File: src/rtl/spwm_map.svh
// register offsets, field positions, reset values and counts of the pwm channel
`ifndef SPWM_MAP_SVH
`define SPWM_MAP_SVH

// channel registers, one byte each
`define SPWM_ADDR_MODCTL 8'h00
`define SPWM_ADDR_DUTY_LOAD 8'h01
`define SPWM_ADDR_DUTY_ACTIVE 8'h02
`define SPWM_ADDR_TSEL 8'h03
`define SPWM_ADDR_PIN_DIR 8'h04
`define SPWM_ADDR_TMR_NUM 8'h05

// timer k occupies four bytes at 4*(SPWM_TMR_WORD_BASE + k)
`define SPWM_TMR_WORD_BASE 6'h02
`define SPWM_TMR_SUB_PERIOD 2'h0
`define SPWM_TMR_SUB_CTL 2'h1
`define SPWM_TMR_SUB_COUNT 2'h2
`define SPWM_TMR_SUB_FLAG 2'h3

// module_control fields
`define SPWM_MOD_OFF 4'h0
`define SPWM_MOD_PWM_TOP 2'h3
`define SPWM_DUTY_LOW_HI 5
`define SPWM_DUTY_LOW_LO 4

// timer control fields
`define SPWM_CTL_RUN_BIT 2
`define SPWM_PS_DIV1 2'h0
`define SPWM_PS_DIV4 2'h1

// fine counter wrap points: four core clocks per step times the prescale ratio
`define SPWM_FINE_MAX_DIV1 6'h03
`define SPWM_FINE_MAX_DIV4 6'h0F
`define SPWM_FINE_MAX_DIV16 6'h3F

// reset values
`define SPWM_RST_PERIOD 8'hFF
`define SPWM_RST_BYTE 8'h00
`define SPWM_RST_PIN_DIR 1'h1
`define SPWM_NO_TIMER 8'h00

`endif

File: src/rtl/spwm_pkg.sv
// types shared by the standard pwm channel
package spwm_pkg;

  // module_control as software sees it
  typedef struct packed {
    logic [1:0] dutyLow;
    logic [3:0] mode;
  } spwm_modctl_t;

  // control byte of one base timer
  typedef struct packed {
    logic run;
    logic [1:0] prescale;
  } spwm_tmrctl_t;

  // register port request
  typedef struct packed {
    logic wr;
    logic rd;
    logic [7:0] addr;
    logic [7:0] wdata;
  } spwm_bus_t;

endpackage

File: src/rtl/spwm_channel.sv
// standard pwm channel with its three selectable 8-bit base timers
//
// Behaviour
// - period is (period_limit+1)*4*prescale core clocks
// - match then next step: clear counter, pin high
// - zero duty keeps pin low at period start
// - period end copies buffered duty into active
// - duty is duty_load:duty_low_bits, ten bits
// - in pwm mode duty writes take effect only at period end
// - duty_active read-only while in pwm mode
// - active byte plus hidden 2-bit latch
// - time base is counter plus two phase bits
// - time base equals duty: pin low
// - high time is duty*prescale core clocks
// - duty beyond period leaves pin unchanged
// - resolution log2(4*(period+1)), ten bits max
// - no postscaler affects the period
// - timer_choice picks one of several counters
// - counter pairings depend on channel number
// - prescale ratios 1, 4 and 16 only
// - sleep freezes counter, state and pin
// - counting resumes after sleep without reset
// - zero module_control releases the pin
// - mode zero switches off, clears duty latch and level
// - reset restores registers, pin made input
`timescale 1ns/1ns
`include "spwm_map.svh"

module spwm_channel #(
  parameter int CHANNEL = 1,
  parameter int NUM_TIMERS = 3
) (
  input wire logic clk,
  input wire logic rst,
  input wire logic sleepReq,
  input wire logic [7:0] busAddr,
  input wire logic [7:0] busWdata,
  input wire logic busWr,
  input wire logic busRd,
  output logic [7:0] busRdata,
  output logic pwmPin,
  output logic pwmPinOe,
  output logic timerMatchAny
);

  // the choice field is two bits wide and the map holds three timers
  if (NUM_TIMERS != 3) begin : g_bad_timers
    $error("spwm_channel: NUM_TIMERS must be 3");
  end
  if (CHANNEL < 1 || CHANNEL > 10) begin : g_bad_channel
    $error("spwm_channel: CHANNEL must lie in 1..10");
  end

  // counter number behind each choice, fixed by channel group
  function automatic logic [7:0] timer_number(input int ch, input int slot);
    logic [7:0] num;
    num = 8'h02;
    if (slot == 1) begin
      num = (ch <= 4) ? 8'h04 : (ch <= 7) ? 8'h06 : 8'h08;
    end else if (slot == 2) begin
      num = (ch <= 4) ? 8'h06 : (ch <= 7) ? 8'h08 : 8'h0A;
    end
    return num;
  endfunction

  spwm_pkg::spwm_bus_t bus;
  assign bus.wr = busWr;
  assign bus.rd = busRd;
  assign bus.addr = busAddr;
  assign bus.wdata = busWdata;

  // channel registers
  spwm_pkg::spwm_modctl_t mod_reg;
  logic [7:0] dutyLoad_reg;
  logic [7:0] dutyActive_reg;
  logic [7:0] dutyActive_next;
  logic [1:0] dutyLatch_reg;
  logic [1:0] dutyLatch_next;
  logic [1:0] timerChoice_reg;
  logic pinDir_reg;
  logic level_reg;
  logic level_next;
  logic pinOut_reg;
  logic pinOe_reg;
  logic [7:0] rdData_reg;
  logic matchAny_reg;

  // per-timer views gathered from the generate loop
  logic [7:0] periodW [NUM_TIMERS];
  logic [7:0] countW [NUM_TIMERS];
  logic [7:0] countNextW [NUM_TIMERS];
  logic [2:0] ctlW [NUM_TIMERS];
  logic [1:0] extW [NUM_TIMERS];
  logic [NUM_TIMERS-1:0] flagW;
  logic [NUM_TIMERS-1:0] periodEndW;

  // address decode
  wire hitMod = bus.addr == `SPWM_ADDR_MODCTL;
  wire hitLoad = bus.addr == `SPWM_ADDR_DUTY_LOAD;
  wire hitActive = bus.addr == `SPWM_ADDR_DUTY_ACTIVE;
  wire hitTsel = bus.addr == `SPWM_ADDR_TSEL;
  wire hitDir = bus.addr == `SPWM_ADDR_PIN_DIR;
  wire hitNum = bus.addr == `SPWM_ADDR_TMR_NUM;
  wire [5:0] tmrWord = bus.addr[7:2] - `SPWM_TMR_WORD_BASE;
  wire [1:0] tmrSub = bus.addr[1:0];
  wire hitTmr = (bus.addr[7:2] >= `SPWM_TMR_WORD_BASE) && (tmrWord < 6'(NUM_TIMERS));
  wire [1:0] tmrIdx = tmrWord[1:0];

  // mode decode
  wire modeOff = mod_reg.mode == `SPWM_MOD_OFF;
  wire pwmMode = mod_reg.mode[3:2] == `SPWM_MOD_PWM_TOP;
  wire frozen = sleepReq;

  // selected timer; an unused choice code gives no events
  wire selValid = timerChoice_reg < 2'(NUM_TIMERS);
  wire [1:0] sel = selValid ? timerChoice_reg : 2'h0;
  wire selEnd = selValid && periodEndW[sel];
  // time base after the coming edge, so the registered pin falls right on the duty
  wire [9:0] timeBase = {countNextW[sel], extW[sel]};
  wire [9:0] dutyBuffered = {dutyLoad_reg, mod_reg.dutyLow};
  wire [9:0] dutyLatched = {dutyActive_reg, dutyLatch_reg};
  wire dutyMatch = selValid && (timeBase == dutyLatched);

  generate
    for (genvar k = 0; k < NUM_TIMERS; k++) begin : g_tmr
      spwm_pkg::spwm_tmrctl_t ctl_reg;
      logic [7:0] period_reg;
      logic [7:0] count_reg;
      logic [5:0] fine_reg;
      logic flag_reg;

      // only three ratios exist; code 2 and 3 both mean 1:16
      wire [5:0] fineMax = (ctl_reg.prescale == `SPWM_PS_DIV1) ? `SPWM_FINE_MAX_DIV1 :
                           (ctl_reg.prescale == `SPWM_PS_DIV4) ? `SPWM_FINE_MAX_DIV4 :
                           `SPWM_FINE_MAX_DIV16;
      wire step = ctl_reg.run && !frozen && (fine_reg == fineMax);
      wire atLimit = count_reg == period_reg;
      wire periodEnd = step && atLimit;
      wire wrHere = bus.wr && hitTmr && (tmrIdx == 2'(k));
      wire clrFlag = wrHere && (tmrSub == `SPWM_TMR_SUB_FLAG) && bus.wdata[0];
      // counter position after the coming edge; held while stopped or asleep
      wire [5:0] fineNext = !(ctl_reg.run && !frozen) ? fine_reg :
                            step ? 6'h00 : fine_reg + 6'h01;
      wire [7:0] countNext = !step ? count_reg : atLimit ? 8'h00 : count_reg + 8'h01;
      // phase bits: core clock phase at 1:1, else the top prescaler bits
      wire [1:0] ext = (ctl_reg.prescale == `SPWM_PS_DIV1) ? fineNext[1:0] :
                       (ctl_reg.prescale == `SPWM_PS_DIV4) ? fineNext[3:2] :
                       fineNext[5:4];

      // timer registers; the period has no postscaler in its path
      always_ff @(posedge clk or posedge rst) begin
        if (rst) begin
          ctl_reg <= '0;
          period_reg <= `SPWM_RST_PERIOD;
        end else if (wrHere && tmrSub == `SPWM_TMR_SUB_CTL) begin
          ctl_reg <= bus.wdata[2:0];
        end else if (wrHere && tmrSub == `SPWM_TMR_SUB_PERIOD) begin
          period_reg <= bus.wdata;
        end
      end

      // counting; sleep holds every bit so wake-up resumes in place
      always_ff @(posedge clk or posedge rst) begin
        if (rst) begin
          count_reg <= `SPWM_RST_BYTE;
          fine_reg <= '0;
        end else if (wrHere && tmrSub == `SPWM_TMR_SUB_COUNT) begin
          count_reg <= bus.wdata;
          fine_reg <= '0;
        end else if (ctl_reg.run && !frozen) begin
          fine_reg <= step ? 6'h00 : fine_reg + 6'h01;
          if (step) begin
            count_reg <= atLimit ? 8'h00 : count_reg + 8'h01;
          end
        end
      end

      // match flag: a new match beats a clear in the same cycle
      always_ff @(posedge clk or posedge rst) begin
        if (rst) begin
          flag_reg <= 1'b0;
        end else begin
          flag_reg <= periodEnd | (flag_reg & ~clrFlag);
        end
      end

      assign periodW[k] = period_reg;
      assign countW[k] = count_reg;
      assign countNextW[k] = countNext;
      assign ctlW[k] = ctl_reg;
      assign extW[k] = ext;
      assign flagW[k] = flag_reg;
      assign periodEndW[k] = periodEnd;
    end
  endgenerate

  // duty buffer and pin level; match at period end outranks the clear match
  always_comb begin
    dutyActive_next = dutyActive_reg;
    dutyLatch_next = dutyLatch_reg;
    level_next = level_reg;
    if (modeOff) begin
      dutyLatch_next = 2'h0;
      level_next = 1'b0;
    end else if (pwmMode && !frozen) begin
      if (selEnd) begin
        dutyActive_next = dutyLoad_reg;
        dutyLatch_next = mod_reg.dutyLow;
        level_next = dutyBuffered != 10'h000;
      end else if (dutyMatch) begin
        // a duty above the count range never matches, so the pin stays
        level_next = 1'b0;
      end
    end
    if (!pwmMode && bus.wr && hitActive) begin
      dutyActive_next = bus.wdata;
    end
  end

  // software-written channel registers
  always_ff @(posedge clk or posedge rst) begin
    if (rst) begin
      mod_reg <= '0;
      dutyLoad_reg <= `SPWM_RST_BYTE;
      timerChoice_reg <= 2'h0;
      pinDir_reg <= `SPWM_RST_PIN_DIR;
    end else if (bus.wr) begin
      if (hitMod) begin
        mod_reg <= bus.wdata[`SPWM_DUTY_LOW_HI:0];
      end
      if (hitLoad) begin
        dutyLoad_reg <= bus.wdata;
      end
      if (hitTsel) begin
        timerChoice_reg <= bus.wdata[1:0];
      end
      if (hitDir) begin
        pinDir_reg <= bus.wdata[0];
      end
    end
  end

  // hidden duty state
  always_ff @(posedge clk or posedge rst) begin
    if (rst) begin
      dutyActive_reg <= `SPWM_RST_BYTE;
      dutyLatch_reg <= 2'h0;
      level_reg <= 1'b0;
    end else begin
      dutyActive_reg <= dutyActive_next;
      dutyLatch_reg <= dutyLatch_next;
      level_reg <= level_next;
    end
  end

  // pin drive: only in pwm mode with the direction bit cleared
  wire pinOe_next = pwmMode && !pinDir_reg;
  wire pinOut_next = pinOe_next && level_next;

  always_ff @(posedge clk or posedge rst) begin
    if (rst) begin
      pinOut_reg <= 1'b0;
      pinOe_reg <= 1'b0;
      matchAny_reg <= 1'b0;
    end else begin
      pinOut_reg <= pinOut_next;
      pinOe_reg <= pinOe_next;
      matchAny_reg <= |flagW;
    end
  end

  // read mux; unmapped addresses and reserved bits read as zero
  wire [7:0] modRead = {2'h0, mod_reg};
  wire [7:0] tmrRead =
    (tmrSub == `SPWM_TMR_SUB_PERIOD) ? periodW[tmrIdx] :
    (tmrSub == `SPWM_TMR_SUB_CTL) ? {5'h00, ctlW[tmrIdx]} :
    (tmrSub == `SPWM_TMR_SUB_COUNT) ? countW[tmrIdx] :
    {7'h00, flagW[tmrIdx]};
  wire [7:0] numRead = selValid ? timer_number(CHANNEL, int'(sel)) : `SPWM_NO_TIMER;
  wire [7:0] readMux =
    hitMod ? modRead :
    hitLoad ? dutyLoad_reg :
    hitActive ? dutyActive_reg :
    hitTsel ? {6'h00, timerChoice_reg} :
    hitDir ? {7'h00, pinDir_reg} :
    hitNum ? numRead :
    hitTmr ? tmrRead :
    8'h00;

  // read data stands for exactly the cycle after the strobe
  always_ff @(posedge clk or posedge rst) begin
    if (rst) begin
      rdData_reg <= 8'h00;
    end else begin
      rdData_reg <= bus.rd ? readMux : 8'h00;
    end
  end

  assign busRdata = rdData_reg;
  assign pwmPin = pinOut_reg;
  assign pwmPinOe = pinOe_reg;
  assign timerMatchAny = matchAny_reg;

endmodule // spwm_channel

File: config.mk
export PLATFORM = sky130hd
export DESIGN_NAME = spwm_channel
export DESIGN_NICKNAME = d
export VERILOG_FILES = /design/src/rtl/spwm_pkg.sv /design/src/rtl/spwm_channel.sv
export VERILOG_INCLUDE_DIRS = /design/src /design/src/rtl
export SDC_FILE = /design/constraint.sdc
export NUM_CORES = 1
export LEC_CHECK = 0
export BUFFER_PORTS_ARGS = -buffer_cell sky130_fd_sc_hd__buf_2
export CAP_MARGIN = 20
export CORE_UTILIZATION = 57
export DETAILED_ROUTE_END_ITERATION = 6
export GPL_ROUTABILITY_DRIVEN = 0
export HOLD_SLACK_MARGIN = 0.12
export MAX_ROUTING_LAYER = met4
export PLACE_DENSITY_LB_ADDON = 0.12
export SYNTH_ARGS = -nofsm -noshare
export SYNTH_HDL_FRONTEND = slang
export SYNTH_SLANG_ARGS = --single-unit
File: constraint.sdc
create_clock -name clk -period 3.8 [get_ports clk]
set_input_delay 0.57 -clock clk [delete_from_list [all_inputs] [get_ports clk]]
set_output_delay 0.57 -clock clk [all_outputs]
set_load 0.1 [all_outputs]
==> summary.md <==
| Metric | Value |
|---|---|
| Aggregate routed wire length | 23200 um |
| Data required time at the worst endpoint | 4120 ps |
| Count of mapped cells out of synthesis | 836 |
| Die Outline Area | 0.0138 mm^2 |
| Buf/Inv on CP | 0 |
| Setup TNS | 0 ps |
| Largest net degree at the start of global routing | 51 |
| Die span in y | 117 um |
| Root buf cell | clkbuf_16 |
| Reg-to-reg setup timing slack | 450 ps |
| Worst reg2reg endpoint | pwmPin |
| Routed Antenna Nets | 0 |
| CTS tree | yes |
| Number of buffers inserted to repair setup after CTS | 0 |
| Largest clock skew in the final design | 7.72 ps |
| Peak supply drop | 0.000392 V |
| Nets | 880 |
| Number of antenna violations at the first check in global routing | 0 |
| Clock Tree Buf Depth | 2 |
| Syn-to-layout area delta | 11.5% |
| Timing-limited maximum frequency | 299 MHz |
| Number of H-tree branching levels | 4 |
| Result of the run | finished, final reports clean |
| Leading cell type in the layout, fill and taps excluded | nor2_1 |
| Arr. time, crit path | 3670 ps |
| Leakage power summed over all cells | 3.81 nW |
| Syn avg cell area | 9.07 um^2 |
| Die W | 117 um |
| Crit-path most repeated cell | and4_1 |
| Synthesized netlist net count | 867 |
| Portion of the clock cycle consumed by the worst path in the final layout | 88.2% |
| Count of warnings emitted by yosys | 0 |
| Top-level port count | 32 |
| Largest driver fanout on the critical path | 8 |
| Worst Setup Slack, final | 450 ps |
| Design area | 0.00845 mm^2 |
| Post-synthesis cell type count | 70 |
| GRT Overall Usage | 36.1% |
| Number of port buffers | 31 |
| Peak per-stage delay on the critical path | 530 ps |
| Power per cell area | 423 mW/mm^2 |
| Slew @ Worst Pin | 729 ps |
| Standard-cell rows | 41 |
| Pre-CTS worst setup slack | 426 ps |
| Post-Place Cells | 1002 |
| Number of vias per cell | 6.70 |
| Later-pin clock latency in the skew report | 430 ps |
| Prevailing post-synth register cell | dfrtp_1 |
| Post-CTS Hold Fix Bufs | 0 |
| Sequential cell area fraction in the yosys report | 39.0% |
| Register bit total from synthesis | 117 |
| Category of the most critical setup path | reg2reg |
| Commonest non-fill, non-tap cells in the layout | nor2_1, dfrtp_1, nand2_1, mux2_2, a21oi_1 |
| Sort of element at the end of the critical path | flop |
| Cell family with most CP delay | simple AND/OR/NAND/NOR gates |
| Initial core utilization | 59.4% |
| Resized cells post-CTS | 0 |
| Finished Layout Cells | 1034 |
| Global-route congestion overflow total | 0 |
| Setup repair after global routing missed its margin | no |
| Startpoint type of the worst setup path | flop |
| Post-synth design cell area | 0.00758 mm^2 |
| Max-Slew Margin vs Limit | 51.2% |
| Setup Viol. Count Final | 0 |
| DRT iter0 DRCs | 976 |
| Number of remaining DRC errors | 0 |
| Critical Path Slowest Stage Cell | nor4_2 |
| Clock slew at reported path FFs | 60 ps |
| Diode insertion count for antenna repair | 0 |
| Clk sink count | 117 |
| Layout cell share with drive strength beyond 1 | 21.9% |
| Average detailed-routed wire length per instance | 22.4 um |
| DP Area | 0.00784 mm^2 |
| Final hold vios | 0 |
| Number of enable-type register cells in the synthesized netlist | 0 |
| Wire length of the first global-routing pass | 36900 um |
| Class of the tightest hold or removal check | in2async |
| R2R cell count | 10 |
| Routed via count | 6928 |
| Number of max-cap violations | 0 |
| Core Util, Final | 66.2% |
| Post-detailed-placement half-perimeter wirelength | 16500 um |
| Sequence of cells on the critical path | xor2_1 > nor4_2 > nand2_1 > and3_1 > o21ai_0 > and4_1 > o211ai_1 > nor4_1 > and4_1 > nor2_1 |
| Number of max-slew violations in the final report | 0 |
| Final period demand of the worst path | 3350 ps |
| First drt pass iteration count | 7 |
| Crit Reg-Reg Startpoint | g_tmr[1].count_reg[0] |
| Number of buffers added by the clock tree synthesis step | 17 |
| Core area | 0.0128 mm^2 |
| Synth async-reset ratio | 100% |
| Number of global-route vias before repair | 6662 |
kinds of logic (layout without fill, tap and decap cells):
logic type	Yosys count	count (layout)	synth area share (%)
and+or+nand+nor	318	318	21.3
xor gates and xnor gates	43	43	4.97
buffers and inverters	68	94	3.99
adders and majority gates	10	10	1.65
DFF	117	117	39.0
AOI/OAI and AO/OA	188	188	15.9
muxes	92	92	13.2
cell usage after synthesis, types with 8 or more instances:
library cell / number / area (um^2)
nor2b_1: 11 / 68.8
ha_1: 10 / 125
dfrtp_1: 92 / 2300
and3_1: 17 / 106
nand4_1: 11 / 68.8
o21ai_0: 46 / 230
inv_1: 14 / 52.6
xnor2_1: 12 / 105
nor4_1: 8 / 50.1
mux2i_1: 30 / 300
nand2_1: 71 / 267
a31oi_1: 15 / 93.8
dfstp_2: 25 / 657
nor2_1: 98 / 368
nor3_1: 24 / 120
xor2_1: 31 / 272
a21oi_1: 53 / 265
mux2_2: 62 / 698
clkbuf_1: 36 / 135
a221oi_1: 12 / 105
nand3_1: 20 / 100
and2_1: 8 / 50.1
how the worst max path moves through the flow:
stage | to | slack, ps | startpoint | cells after the start
6_report | pwmPin | 450 | g_tmr[1].count_reg[0] | 10
5_1_grt | pwmPin | 240 | g_tmr[1].count_reg[0] | 10
3_3_place_gp | pwmPin | 490 | sleepReq | 11
4_1_cts | pwmPin | 550 | g_tmr[1].fine_reg[0] | 11
3_5_place_dp | pwmPin | 430 | sleepReq | 11
2_1_floorplan | busRdata[0] | 170 | rst | 1
power breakdown:
| group | internal, W | total [W] | leakage (nW) | switching [W] |
|---|---|---|---|---|
| combinational | 0.000172 | 0.000447 | 2.01 | 0.000275 |
| clock | 0.00105 | 0.00170 | 0.300 | 0.000655 |
| sequential | 0.00132 | 0.00142 | 1.50 | 0.000103 |
area by class of cell:
class,count,area [um^2]
timing repair buffer,48,283
multi-input combinational,651,4330
clock buffer,17,425
tap,172,215
sequential,117,2960
fill,1023,4320
inverter,14,55.1
clock inverter,15,190
routing by layer:
metal / track usage [%] / vias to the layer above / part of all wire, %
met1: 47.9 / 3388 / 42
met3: 7.49 / 78 / 9.6
met5: - / - / 0
li1: - / 3068 / -
met4: 15.8 / 0 / 4.0
met2: 53.3 / 394 / 45
per-stage QoR:
stage | hold WS (ps) | total power (W)
after floorplan | 449 | 0.00172
after global placement | 500 | 0.00186
after detailed placement | 498 | 0.00187
after CTS | 247 | 0.00356
after global routing | 277 | 0.00368
final | 234 | 0.00357
Power figures use the tool's default switching activity.
